$ cat config.mk
export PLATFORM = sky130hd
export DESIGN_NAME = peripheral_irq_aggregation
export DESIGN_NICKNAME = d
export VERILOG_FILES = /design/src/irq_pkg.sv /design/src/peripheral_irq_aggregation.sv /design/src/irq_source_slot.sv
export VERILOG_INCLUDE_DIRS = /design/src
export SDC_FILE = /design/constraint.sdc
export NUM_CORES = 1
export LEC_CHECK = 0
export BUFFER_PORTS_ARGS = -buffer_cell sky130_fd_sc_hd__buf_4
export CORE_UTILIZATION = 30
export DETAILED_ROUTE_END_ITERATION = 7
export HOLD_SLACK_MARGIN = 0.08
export PLACE_DENSITY = 0.46
export SETUP_SLACK_MARGIN = 0.02
export SLEW_MARGIN = 25
export SYNTH_ARGS = -nofsm -noshare
export SYNTH_HDL_FRONTEND = slang
export SYNTH_HIERARCHICAL = 1
export SYNTH_SLANG_ARGS = --single-unit
$ cat constraint.sdc
create_clock -name clk_sys_in -period 1.9 [get_ports clk_sys_in]
set_clock_uncertainty 0.1 [all_clocks]
set_input_delay 0.38 -clock clk_sys_in [delete_from_list [all_inputs] [get_ports clk_sys_in]]
set_output_delay 0.38 -clock clk_sys_in [all_outputs]
set_load 0.02 [all_outputs]
$ cat src/irq_defines.svh
// Constants for the peripheral interrupt aggregation block.
`ifndef IRQ_DEFINES_SVH
`define IRQ_DEFINES_SVH

// Sources per peripheral and number of numbered request lines.
`define IRQ_SRC_W 8
`define IRQ_NUM_LINES 28
`define IRQ_LINE_IDX_W 5

// Extra slot that holds the non-maskable sources.
`define IRQ_NMI_SLOT 28
`define IRQ_NUM_SLOTS 29

// Reset values of the flag and enable registers.
`define IRQ_FLAG_RESET 8'h00
`define IRQ_EN_RESET 8'h00

// Request line of each peripheral.
`define LINE_POWER_MANAGER 0
`define LINE_SYSTEM_CONTROL 1
`define LINE_WATCHDOG 2
`define LINE_RTC 3
`define LINE_EXTERNAL_IRQ_UNIT 4
`define LINE_FLASH_CONTROLLER 5
`define LINE_DMA_CONTROLLER 6
`define LINE_USB 7
`define LINE_EVENT_SYSTEM 8
`define LINE_SERIAL_IFACE_0 9
`define NUM_SERIAL_IFACE 6
`define LINE_CONTROL_TIMER_0 15
`define NUM_CONTROL_TIMER 3
`define LINE_BASIC_TIMER_3 18
`define NUM_BASIC_TIMER 5
`define LINE_ADC 23
`define LINE_COMPARATOR 24
`define LINE_DAC 25
`define LINE_TOUCH_CONTROLLER 26
`define LINE_I2S 27

`endif

$ cat src/irq_pkg.sv
// Types shared by the peripheral interrupt aggregation block.
`include "irq_defines.svh"

package irq_pkg;

	// Register selected by a software access.
	typedef enum logic [1:0] {
		SEL_FLAG = 2'h0,
		SEL_EN_SET = 2'h1,
		SEL_EN_CLR = 2'h3
	} reg_sel_t;

	typedef logic [`IRQ_SRC_W-1:0] src_vec_t;

	// One software register access, addressed by slot number.
	typedef struct packed {
		logic wr;
		logic rd;
		reg_sel_t sel;
		logic [`IRQ_LINE_IDX_W-1:0] slot;
		src_vec_t data;
	} sw_access_t;

	// Interrupt condition pulses of every peripheral, one bit per source.
	typedef struct packed {
		src_vec_t power_manager;
		src_vec_t system_control;
		src_vec_t watchdog;
		src_vec_t rtc;
		src_vec_t external_irq_unit;
		src_vec_t ext_nmi;
		src_vec_t flash_controller;
		src_vec_t dma_controller;
		src_vec_t usb;
		src_vec_t event_system;
		src_vec_t [`NUM_SERIAL_IFACE-1:0] serial_iface;
		src_vec_t [`NUM_CONTROL_TIMER-1:0] control_timer;
		src_vec_t [`NUM_BASIC_TIMER-1:0] basic_timer;
		src_vec_t adc;
		src_vec_t comparator;
		src_vec_t dac;
		src_vec_t touch_controller;
		src_vec_t i2s;
	} periph_events_t;

endpackage

$ cat src/peripheral_irq_aggregation.sv
// Per-peripheral interrupt flags, enables and request line routing.
// How it works
// - A source's interrupt condition sets its flag bit in the flag register.
// - Writing one to an enable-set bit enables that single source.
// - Writing one to an enable-clear bit disables that source; shared mask.
// - Request stands only while some source has flag and enable both set.
// - All requests of one peripheral are ORed into its single line.
// - Lines 0 to 8 carry power manager through event system in fixed order.
// - Serial interfaces 0 to 5 drive lines 9 to 14 ascending.
// - Control timers drive 15 to 17; basic timers 3 to 7 drive 18 to 22.
// - ADC 23, comparator 24, DAC 25, touch 26, I2S 27.
// - The external non-maskable source drives the non-maskable request.
`timescale 1ns/100ps
`include "irq_defines.svh"

module peripheral_irq_aggregation #(
	parameter int SRC_W = `IRQ_SRC_W,
	parameter int NUM_LINES = `IRQ_NUM_LINES
) (
	input wire logic clk_sys_in, // System clock, 125 MHz.
	input wire logic rst_in, // Asynchronous reset, active high.
	input irq_pkg::periph_events_t events_in, // Peripheral event pulses.
	input irq_pkg::sw_access_t sw_in, // Software register access.
	output logic [SRC_W-1:0] rd_data_out, // Registered read data.
	output logic rd_valid_out, // Read data valid, one cycle.
	output logic [NUM_LINES-1:0] irq_lines_out, // Numbered request lines.
	output logic nmi_req_out // Non-maskable request.
);

	import irq_pkg::*;

	localparam int NUM_SLOTS = `IRQ_NUM_SLOTS;

	src_vec_t slot_ev [NUM_SLOTS];
	src_vec_t flag_all [NUM_SLOTS];
	src_vec_t en_all [NUM_SLOTS];
	logic [NUM_SLOTS-1:0] req_all;
	logic [SRC_W-1:0] rd_data_reg;
	logic [SRC_W-1:0] rd_data_next;
	logic rd_valid_reg;

	////////////////////////////////////////////////////////////////
	// True when the current access writes register sel of slot s.
	function automatic logic sw_hit(input sw_access_t acc, input int s, input reg_sel_t sel);
		sw_hit = acc.wr && (acc.slot == s[`IRQ_LINE_IDX_W-1:0]) && (acc.sel == sel);
	endfunction

	////////////////////////////////////////////////////////////////
	// Routes each peripheral's events to the slot of its line.
	always_comb
	begin
		for (int i = 0; i < NUM_SLOTS; i++)
			slot_ev[i] = '0;
		slot_ev[`LINE_POWER_MANAGER] = events_in.power_manager;
		slot_ev[`LINE_SYSTEM_CONTROL] = events_in.system_control;
		slot_ev[`LINE_WATCHDOG] = events_in.watchdog;
		slot_ev[`LINE_RTC] = events_in.rtc;
		slot_ev[`LINE_EXTERNAL_IRQ_UNIT] = events_in.external_irq_unit;
		slot_ev[`LINE_FLASH_CONTROLLER] = events_in.flash_controller;
		slot_ev[`LINE_DMA_CONTROLLER] = events_in.dma_controller;
		slot_ev[`LINE_USB] = events_in.usb;
		slot_ev[`LINE_EVENT_SYSTEM] = events_in.event_system;
		for (int k = 0; k < `NUM_SERIAL_IFACE; k++)
			slot_ev[`LINE_SERIAL_IFACE_0 + k] = events_in.serial_iface[k];
		for (int k = 0; k < `NUM_CONTROL_TIMER; k++)
			slot_ev[`LINE_CONTROL_TIMER_0 + k] = events_in.control_timer[k];
		for (int k = 0; k < `NUM_BASIC_TIMER; k++)
			slot_ev[`LINE_BASIC_TIMER_3 + k] = events_in.basic_timer[k];
		slot_ev[`LINE_ADC] = events_in.adc;
		slot_ev[`LINE_COMPARATOR] = events_in.comparator;
		slot_ev[`LINE_DAC] = events_in.dac;
		slot_ev[`LINE_TOUCH_CONTROLLER] = events_in.touch_controller;
		slot_ev[`LINE_I2S] = events_in.i2s;
		slot_ev[`IRQ_NMI_SLOT] = events_in.ext_nmi;
	end

	////////////////////////////////////////////////////////////////
	// One flag and enable slot per line, plus one for the non-maskable sources.
	for (genvar g = 0; g < NUM_SLOTS; g++)
	begin : slot_gen
		irq_source_slot #(
			.SRC_W(SRC_W)
		) slot_inst (
			.clk_sys_in(clk_sys_in),
			.rst_in(rst_in),
			.event_in(slot_ev[g]),
			.flag_wr_in(sw_hit(sw_in, g, SEL_FLAG)),
			.en_set_wr_in(sw_hit(sw_in, g, SEL_EN_SET)),
			.en_clr_wr_in(sw_hit(sw_in, g, SEL_EN_CLR)),
			.wdata_in(sw_in.data),
			.flag_out(flag_all[g]),
			.enable_out(en_all[g]),
			.req_out(req_all[g])
		);
	end

	////////////////////////////////////////////////////////////////
	// Numbered lines go to the processor controller; the spare slot drives the non-maskable request.
	assign irq_lines_out = req_all[NUM_LINES-1:0];
	assign nmi_req_out = req_all[`IRQ_NMI_SLOT];

	////////////////////////////////////////////////////////////////
	// Read mux: both enable registers return the one shared mask.
	always_comb
	begin
		rd_data_next = '0;
		if (sw_in.slot < NUM_SLOTS)
		begin
			if (sw_in.sel == SEL_FLAG)
				rd_data_next = flag_all[sw_in.slot];
			else if (sw_in.sel == SEL_EN_SET || sw_in.sel == SEL_EN_CLR)
				rd_data_next = en_all[sw_in.slot];
		end
	end

	// Read data is captured on a read and held until the next one.
	always_ff @(posedge clk_sys_in or posedge rst_in)
	begin
		if (rst_in)
			rd_data_reg <= '0;
		else if (sw_in.rd)
			rd_data_reg <= rd_data_next;
	end

	// Valid marks the cycle after the read.
	always_ff @(posedge clk_sys_in or posedge rst_in)
	begin
		if (rst_in)
			rd_valid_reg <= 1'b0;
		else
			rd_valid_reg <= sw_in.rd;
	end

	assign rd_data_out = rd_data_reg;
	assign rd_valid_out = rd_valid_reg;
endmodule

$ cat src/irq_source_slot.sv
// Flag and enable registers of one peripheral with its request output.
`timescale 1ns/100ps
`include "irq_defines.svh"

module irq_source_slot #(
	parameter int SRC_W = `IRQ_SRC_W
) (
	input wire logic clk_sys_in, // System clock.
	input wire logic rst_in, // Asynchronous reset, active high.
	input wire logic [SRC_W-1:0] event_in, // Interrupt condition pulses.
	input wire logic flag_wr_in, // Write to the flag register.
	input wire logic en_set_wr_in, // Write to the enable-set register.
	input wire logic en_clr_wr_in, // Write to the enable-clear register.
	input wire logic [SRC_W-1:0] wdata_in, // Write data.
	output logic [SRC_W-1:0] flag_out, // Current flags.
	output logic [SRC_W-1:0] enable_out, // Current enable mask.
	output logic req_out // Request of this peripheral.
);

	logic [SRC_W-1:0] irq_flag_reg;
	logic [SRC_W-1:0] irq_flag_next;
	logic [SRC_W-1:0] irq_enable_reg;
	logic [SRC_W-1:0] irq_enable_next;

	////////////////////////////////////////////////////////////////
	// A one written clears a flag, but a new event in the same cycle wins.
	always_comb
	begin
		irq_flag_next = irq_flag_reg;
		if (flag_wr_in)
		begin
			irq_flag_next = irq_flag_reg & ~wdata_in;
		end
		irq_flag_next = irq_flag_next | event_in;
	end

	// Flag storage.
	always_ff @(posedge clk_sys_in or posedge rst_in)
	begin
		if (rst_in)
			irq_flag_reg <= SRC_W'(`IRQ_FLAG_RESET);
		else
			irq_flag_reg <= irq_flag_next;
	end

	////////////////////////////////////////////////////////////////
	// Set and clear writes share one mask; zero bits leave it alone.
	always_comb
	begin
		irq_enable_next = irq_enable_reg;
		if (en_set_wr_in)
			irq_enable_next = irq_enable_reg | wdata_in;
		else if (en_clr_wr_in)
			irq_enable_next = irq_enable_reg & ~wdata_in;
	end

	// Enable storage.
	always_ff @(posedge clk_sys_in or posedge rst_in)
	begin
		if (rst_in)
			irq_enable_reg <= SRC_W'(`IRQ_EN_RESET);
		else
			irq_enable_reg <= irq_enable_next;
	end

	////////////////////////////////////////////////////////////////
	// Request stands while any enabled source has its flag up.
	assign req_out = |(irq_flag_reg & irq_enable_reg);
	assign flag_out = irq_flag_reg;
	assign enable_out = irq_enable_reg;

endmodule

Word level (Yosys, flattened, before mapping)
Cells that the tools add are included.

Register bits: 473. Logic and storage cells: 512. Output and inout port bits: 38. Input bits: 251.

Mux-type cells: 96. Bitwise gates (word level): 147. Reduce and logical (&&, ||, !) cells: 177. $lt $le $gt $ge: 2. Equality and inequality tests: 30.

Operator list (count): $mux W8 (94); $and A8 B8 Y8 (87); $or A8 B8 Y8 (58); $reduce_or A8 Y1 (29); $logic_and A1 B1 Y1 (116); $bmux W8 S5 (2); $eq A5 B5 Y1 const B (13); $reduce_bool A2 Y1 (29); $eq A5 B4 Y1 const B (8); $eq A5 B3 Y1 const B (4); $eq A5 B2 Y1 const B (2); $not A8 Y8 (1); $ge A6 B6 Y1 const B (1); $not A5 Y6 (1); $eq A5 B1 Y1 const B (1); $logic_not A5 Y1 (1); $lt A5 B5 Y1 const B (1); $eq A2 B1 Y1 const B (1); $eq A2 B2 Y1 const B (1); $logic_not A2 Y1 (1); $logic_or A1 B1 Y1 (1).

Depth between registers and ports, before layout
Gate-level depths: netlist (run 1).

Word-level depth: 7. Mapped depth: 11. Gate-level depth less buffers: 6.

By module
The synthesis (run 1) kept the hierarchy.

By module, submodules not included: irq_source_slot (instances 29, sequential area each 400.4 um2, cells an instance 57, area an instance 650.6 um2); peripheral_irq_aggregation (instances 1, sequential area each 225.2 um2, cells an instance 529, area an instance 4883.4 um2).

Least setup slack after synthesis (run 1)
No wires, ideal clock.

Path type: input-to-reg. From: input sw_in[8] (netlist name). To: register with a tool-made name. Data arrival time: 2.015 ns. Path buffers: 7. Setup slack: -0.337 ns. Stages: 11. Setup time: 0.121 ns. Required time: 1.679 ns. Path through: buf_6 buf_12 buf_12 buf_12 buf_4 buf_2 nand4_1 nor2_1 buf_4 nand2_1 a22o_1.

RTL lines: from (decl) (RTL line peripheral_irq_aggregation.sv:23) `input irq_pkg::sw_access_t sw_in,`.

Final worst setup path (run 1)
From: register slot_gen[4].slot_inst.irq_flag_reg[1]. To: output irq_lines_out[4].

Cells in the longest elaborated chain, start to end: 2.

RTL lines: from (decl) (RTL line irq_source_slot.sv:20) `logic [SRC_W-1:0] irq_flag_reg;`; from (signal assigned) (RTL line irq_source_slot.sv:41) `` irq_flag_reg <= SRC_W'(`IRQ_FLAG_RESET); ``; from (signal assigned) (RTL line irq_source_slot.sv:43) `irq_flag_reg <= irq_flag_next;`; $and A8 B8 Y8 (RTL line irq_source_slot.sv:68) `assign req_out = |(irq_flag_reg & irq_enable_reg);`; $reduce_or A8 Y1 (RTL line irq_source_slot.sv:68); to (decl) (RTL line peripheral_irq_aggregation.sv:26) `output logic [NUM_LINES-1:0] irq_lines_out,`.

No other way between the ends.

==> flow_summary_export.csv, run 1 <==
group,metric,value,unit
layout,final_layout_size_suffix_gt1_frac,0.394,
power,swShare,0.278,
placed_design,dp_hpwl,82000,um
layout,finalNonFillerCells,4338,
synth,ys_seq_area_frac,0.498,
timing,relSlewSlack,0.491,
layout,area_delta_synth_final,56.1,%
timing,slew_viol_final,0,
cts,cts_made_buffers,56,
timing,fin_crit,2.29,ns
timing,rsz0062_at_grt,"true",
synth,synthArstFlopShare,1.00,
worst_setup_path,endpoint_kind,"primary output",
synth,netlist_instances,2182,
worst_setup_path,cp_data_arrival_time,1.81,ns
layout,multi_input_comb_area,11700,um^2
synth,yosys.area_share.adder,0,
placed_design,dpl_worst_slack,-0.723,ns
timing,worst_pin_slew,0.764,ns
timing,fin_crit_sh,1.20,
floorplan,num_rows,102,
synth,netlist.area_leader.share,0.498,
synth,ys_types,49,
synth,synth.most_common_cell,"nand2_1",
worst_setup_path,path_class,"flop to primary output",
floorplan,ios,289,
worst_setup_path,setup.worst_path.start_class,"flop",
power,p_int,0.0199,W
timing,setup_violations,36,
synth,synth_top_family_by_area,"compound AO/OA/AOI/OAI gates",
floorplan,dieWidth,283,um
power,seqPwrFrac,0.401,
drt,vias,23300,
drt,ant_nets,0,
power,leakagePower,15.1,nW
layout,finalNetCount,3504,
timing,setup_ws,-0.388,ns
synth,synth_edf_count,0,
drt,drcViolationCount,0,
worst_hold_path,hp-class,"input pin to flop",
power,combPwrFrac,0.188,
placed_design,place_congestion,0.948,
timing,fmax,437,MHz
synth,synthesis.nets,2433,
drt,wirelength,113000,um
global_routing,grt_pass1_vias,23800,
cts,cts_max_path_buffers,3,
cts,clkTransAtPathRegs,0.06,ns
synth,synth-seq-cells,473,
layout,regArea,11900,um^2
drt,drt_iter0_drc,2079,
layout,fill_cells,7190,
worst_setup_path,r2r_cells,6,
global_routing,grt_first_pass_wirelength,165000,um
floorplan,design.core.area,77800,um^2
global_routing,grt_overflow,0,
floorplan,start_util,0.305,
cts,cts_tree,"yes",
worst_hold_path,whs_path_depth,3,
synth,synth_compound_area_frac,0.225,
synth,syn_area,23800,um^2
synth,synth.area.mux_share,0.113,
drt,dr.pass1.iters,7,
cts,cts-root-buf,"clkbuf_16",
placed_design,numPlacedInstances,3802,
global_routing,grt_usage,0.278,
power,peakVddDrop,0.000737,V
power,p_clk_frac,0.411,
worst_setup_path,path_max_fanout,2,
global_routing,grt_antenna_before_repair,4,
synth,avgSynthCellArea,10.9,um^2
flow_run,drv_cap,0,
synth,yosys.area_share.simple,0.117,
power,p_sw,0.00765,W
synth,synthFlopType,"dfrtp_1",
cts,clock_latency,0.63,ns
floorplan,die_area,80300,um^2
status,status,"finished with violations",
synth,synth_top_cells_by_count,"nand2_1 (487), dfrtp_1 (473), a21o_1 (232), a22o_1 (232), a22oi_1 (126)",
worst_setup_path,required,1.42,ns
status,violations,"setup timing",
cts,htreeDepth,2,
floorplan,fp.dieH,283,um
synth,synth-xor-area-share,0,
placed_design,port_buffers,288,
synth,yosys.area.top_type,"dfrtp_1",
synth,yosys-top-cells-area,"dfrtp_1 (50%), a22o_1 (8.6%), nand2_1 (7.7%)",
global_routing,grt_max_degree,48,
synth,ys_warn_count,6,
cts,clock_sinks,473,
timing,final_hold_viol_count,0,
layout,n_antenna_cell,0,
drt,avgViaCountPerCell,5.37,
power,powerDensity,743,nW/um^2
drt,avgRoutedWirePerCell,26.1,um
## layout by cell type (no fill, tap or decap), types with 10 or more instances in the layout
master,n
a21o_1,232
nor2_1,91
nor2b_1,12
buf_12,41
o22ai_1,19
clkbuf_1,17
nor2_2,10
buf_6,100
clkbuf_8,13
a22o_1,232
clkbuf_16,58
mux2_2,20
buf_4,779
dfrtp_1,439
nand2_1,485
nand3_1,16
inv_1,38
mux4_2,79
dfrtp_2,34
a22oi_1,31
a22oi_2,95
mux2i_1,55
nand4_1,36
dlygate4sd3_1,238
## layout make-up
class,count,share of cell area
Tap cell,1040,0.0351
Multi-Input combinational cell,1524,0.314
Clock inverter,16,0.00611
Sequential cell,473,0.320
Clock buffer,87,0.0453
Inverter,39,0.00395
Timing Repair Buffer,1159,0.275
## power groups by stage
stage / sequential, W / combinational [W] / clock (W)
2_1_floorplan: 0.0110 / 0.00183 / 0
5_1_grt: 0.0111 / 0.00542 / 0.0119
3_3_place_gp: 0.0112 / 0.00413 / 0
4_1_cts: 0.0110 / 0.00499 / 0.0115
6_report: 0.0111 / 0.00517 / 0.0113
3_5_place_dp: 0.0112 / 0.00417 / 0
## timing repair
action	4_1_cts	5_1_grt
buffers inserted	172	47
hold endpoints to repair	496	0
gates cloned	0	0
hold buffers	238	0
resized for setup	217	102
setup endpoints to repair	54	94
pin swaps	87	65
## critical path, stage by stage (launching register included)
cell     delay, ns
dfrtp_1       0.39
buf_6         0.13
a22oi_2       0.16
nand4_1       0.26
buf_6         0.23
## per-stage QoR
stage	power, W	hold WS, ns	util	TNS, ns	area (um^2)
2_1_floorplan	0.0128	0.108	-	-44.74	23800
3_3_place_gp	0.0154	0.392	0.386	-190.25	30100
3_5_place_dp	0.0154	0.394	0.386	-192.46	30100
4_1_cts	0.0276	0.0874	0.468	-7.64	36500
5_1_grt	0.0284	0.116	0.476	-8.86	37100
6_report	0.0276	0.117	0.476	-7.37	37100
## cells by family after synthesis
| group | count (synthesis) |
|---|---|
| buffers and inverters | 185 |
| AND/OR/NAND/NOR | 686 |
| AO/OA/AOI/OAI | 676 |
| flip-flops | 473 |
| multiplexers | 162 |
## worst paths after layout
check                                              startpoint                                  to  slack, ns
max reg2reg                                              flop                      rd_data_out[5]      -0.15
min                                                  sw_in[3]   slot_gen[8].slot_inst/flag_out[3]       0.12
min reg2reg                slot_gen[28].slot_inst/flag_out[7]  slot_gen[28].slot_inst/flag_out[7]       0.43
max                         slot_gen[4].slot_inst/flag_out[1]                    irq_lines_out[4]      -0.39
max in group asynchronous                              rst_in  slot_gen[19].slot_inst/flag_out[7]       0.54
min in group asynchronous                              rst_in   slot_gen[7].slot_inst/flag_out[4]       0.41
## metal layers
layer  wire length (um)  track usage  part of all wire  up-vias
met1              47500        0.369              0.42    11900
met3               7140       0.0391             0.063      197
li1                   -            -                 -    10200
met5                 22            0           0.00019        -
met2              54400        0.463              0.48     1003
met4               4120       0.0958             0.036        4
Note: power is estimated with default switching activity, not from simulation.
==> run 2: changes to the inputs <==
--- a/config.mk
+++ b/config.mk
@@ -6,13 +6,12 @@
 export SDC_FILE = /design/constraint.sdc
 export NUM_CORES = 1
 export LEC_CHECK = 0
-export BUFFER_PORTS_ARGS = -buffer_cell sky130_fd_sc_hd__buf_4
 export CORE_UTILIZATION = 30
 export DETAILED_ROUTE_END_ITERATION = 7
+export DONT_BUFFER_PORTS = 1
 export HOLD_SLACK_MARGIN = 0.08
-export PLACE_DENSITY = 0.46
+export PLACE_DENSITY = 0.43
 export SETUP_SLACK_MARGIN = 0.02
-export SLEW_MARGIN = 25
 export SYNTH_ARGS = -nofsm -noshare
 export SYNTH_HDL_FRONTEND = slang
 export SYNTH_HIERARCHICAL = 1
==> run 2 against run 1 <==
The flow still finishes with violations (setup timing). Non-clock buffer count fell by 281. Cell count shrank 6.2%. Sequential share of layout area increased by 1.9 points. Critical path depth is the same. Sequential cell count stayed put. Register-to-register slack about the same. Critical path type unchanged. Via count is 3.6% lower. Combinational power down 30%. Die area did not move. Fmax rose by 2.5%. Total power down 3.9%.
==> flow_summary_export.csv, run 2 (synthesis results as in run 1) <==
group,metric,value,unit
floorplan,die_area,80300,um^2
global_routing,grt_max_degree,158,
floorplan,dieWidth,283,um
layout,finalNetCount,3224,
timing,worst_pin_slew,1.10,ns
layout,fill_cells,7377,
cts,clkTransAtPathRegs,0.06,ns
placed_design,port_buffers,0,
power,peakVddDrop,0.000681,V
floorplan,start_util,0.305,
timing,setup_violations,36,
drt,avgRoutedWirePerCell,28.1,um
worst_hold_path,whs_path_depth,3,
status,violations,"setup timing",
placed_design,place_area,26100,um^2
global_routing,grt_usage,0.280,
power,powerDensity,758,nW/um^2
drt,wirelength,114000,um
timing,final_hold_viol_count,0,
cts,clock_latency,0.64,ns
timing,rsz0062_at_grt,"true",
timing,holdWs,0.0918,ns
global_routing,grt_pass1_vias,23500,
layout,area_delta_synth_final,47.0,%
cts,cts_tree,"yes",
cts,clock_sinks,473,
worst_setup_path,path_class,"flop to primary output",
drt,ant_nets,0,
timing,fmax,448,MHz
worst_setup_path,reg2reg_from,"slot_gen[5].slot_inst/flag_out[5]",
timing,fin_crit_sh,1.17,
cts,cts_max_path_buffers,3,
worst_hold_path,hp-class,"input pin to flop",
flow_run,drv_cap,0,
cts,htreeDepth,2,
power,leakagePower,12.8,nW
timing,fin_crit,2.23,ns
worst_setup_path,setup.worst_path.start_class,"flop",
floorplan,design.core.area,77800,um^2
cts,cts_made_buffers,57,
placed_design,dp_hpwl,72500,um
layout,final_layout_size_suffix_gt1_frac,0.243,
worst_setup_path,path_max_fanout,2,
floorplan,fp.dieH,283,um
placed_design,place_congestion,0.934,
floorplan,num_rows,102,
drt,drt_iter0_drc,2108,
worst_setup_path,endpoint_kind,"primary output",
drt,avgViaCountPerCell,5.52,
global_routing,grt_first_pass_wirelength,166000,um
layout,final_area,34900,um^2
layout,final_common_cell,"nand2_1",
layout,final_cell_mix,"nand2_1 (483), dlygate4sd3_1 (473), dfrtp_1 (458)",
timing,relSlewSlack,0.266,
floorplan,ios,289,
worst_setup_path,r2r_end,"rd_data_out[5]",
global_routing,grt_antenna_before_repair,17,
worst_setup_path,cp_data_arrival_time,1.75,ns
cts,cts-root-buf,"clkbuf_16",
worst_hold_path,hp-start,"sw_in[6]",
timing,slew_viol_final,0,
drt,drcViolationCount,0,
status,status,"finished with violations",
drt,dr.pass1.iters,5,
layout,multi_input_comb_area,11400,um^2
worst_setup_path,r2r_setup_slack,-0.14,ns
timing,setup_ws,-0.332,ns
layout,regArea,11900,um^2
global_routing,grt_overflow,0,
worst_setup_path,r2r_cells,7,
worst_setup_path,required,1.42,ns
drt,vias,22500,
[run 2: cell types whose count changed in the layout (fill, tap and decap cells not counted), sizes merged]
| cell | previous run | this run |
|---|---|---|
| clkbuf | 88 | 75 |
| inv | 39 | 40 |
| dlymetal6s4s | 0 | 2 |
| dlygate4sd3 | 238 | 473 |
| diode | 0 | 12 |
| buf | 920 | 403 |
| clkinvlp | 1 | 6 |
| bufinv | 5 | 9 |
[run 2: worst max path at each step]
stage,start,to,slack [ns],cells past startpoint
after global placement,sw_in[8],rd_data_out[5],-0.36,7
final,flop,irq_lines_out[0],-0.33,4
after detailed placement,sw_in[8],rd_data_out[5],-0.35,7
after global routing,flop,irq_lines_out[0],-0.37,4
after CTS,flop,irq_lines_out[0],-0.36,4
after floorplan,sw_in[8],rd_data_out[0],-0.16,7
[run 2: power breakdown]
part | leakage [nW] | internal (W) | switching [W]
clock network | 0.964 | 0.00713 | 0.00468
logic | 6.57 | 0.00173 | 0.00188
registers | 5.30 | 0.0105 | 0.000539
total | 12.8 | 0.0194 | 0.00710
[run 2: routing by layer]
metal / GRT usage / wire length, um
met3: 0.0578 / 8640
met2: 0.467 / 54700
met1: 0.360 / 46500
met4: 0.0973 / 4220
met5: 0 / 75
[run 2: worst max-delay path: stages (launching register included)]
cell and delay [ns]:
dfrtp_1 0.40, buf_6 0.12, a22oi_2 0.20, nand4_1 0.19
buf_4 0.21
[run 2: cell type report]
cell class              count  share of cell area
flip-flops and latches    473               0.339
multi-input cells        1524               0.327
repair buffers            878               0.234
clock buffers              75              0.0460
well taps                1040              0.0373
clock inverters            26              0.0109
inverters                  39             0.00430
diodes                     12            0.000860
[run 2: metrics by stage]
stage	utilization	power [W]	worst slack, ns	instances	setup TNS [ns]
2_1_floorplan	-	0.0128	-0.164	2182	-44.74
3_3_place_gp	0.336	0.0136	-0.363	3345	-2.57
3_5_place_dp	0.336	0.0137	-0.349	3345	-3.98
4_1_cts	0.443	0.0266	-0.363	4036	-7.38
5_1_grt	0.448	0.0273	-0.369	4060	-8.51
6_report	0.449	0.0265	-0.332	4067	-6.88
[run 2: what timing repair did]
item	CTS	global route
resized for setup	146	60
pin swaps	67	45
gates cloned	0	0
buffers inserted	111	25
endpoints found under the hold margin	946	2
hold buffers	483	2
endpoints found under the setup margin	36	130
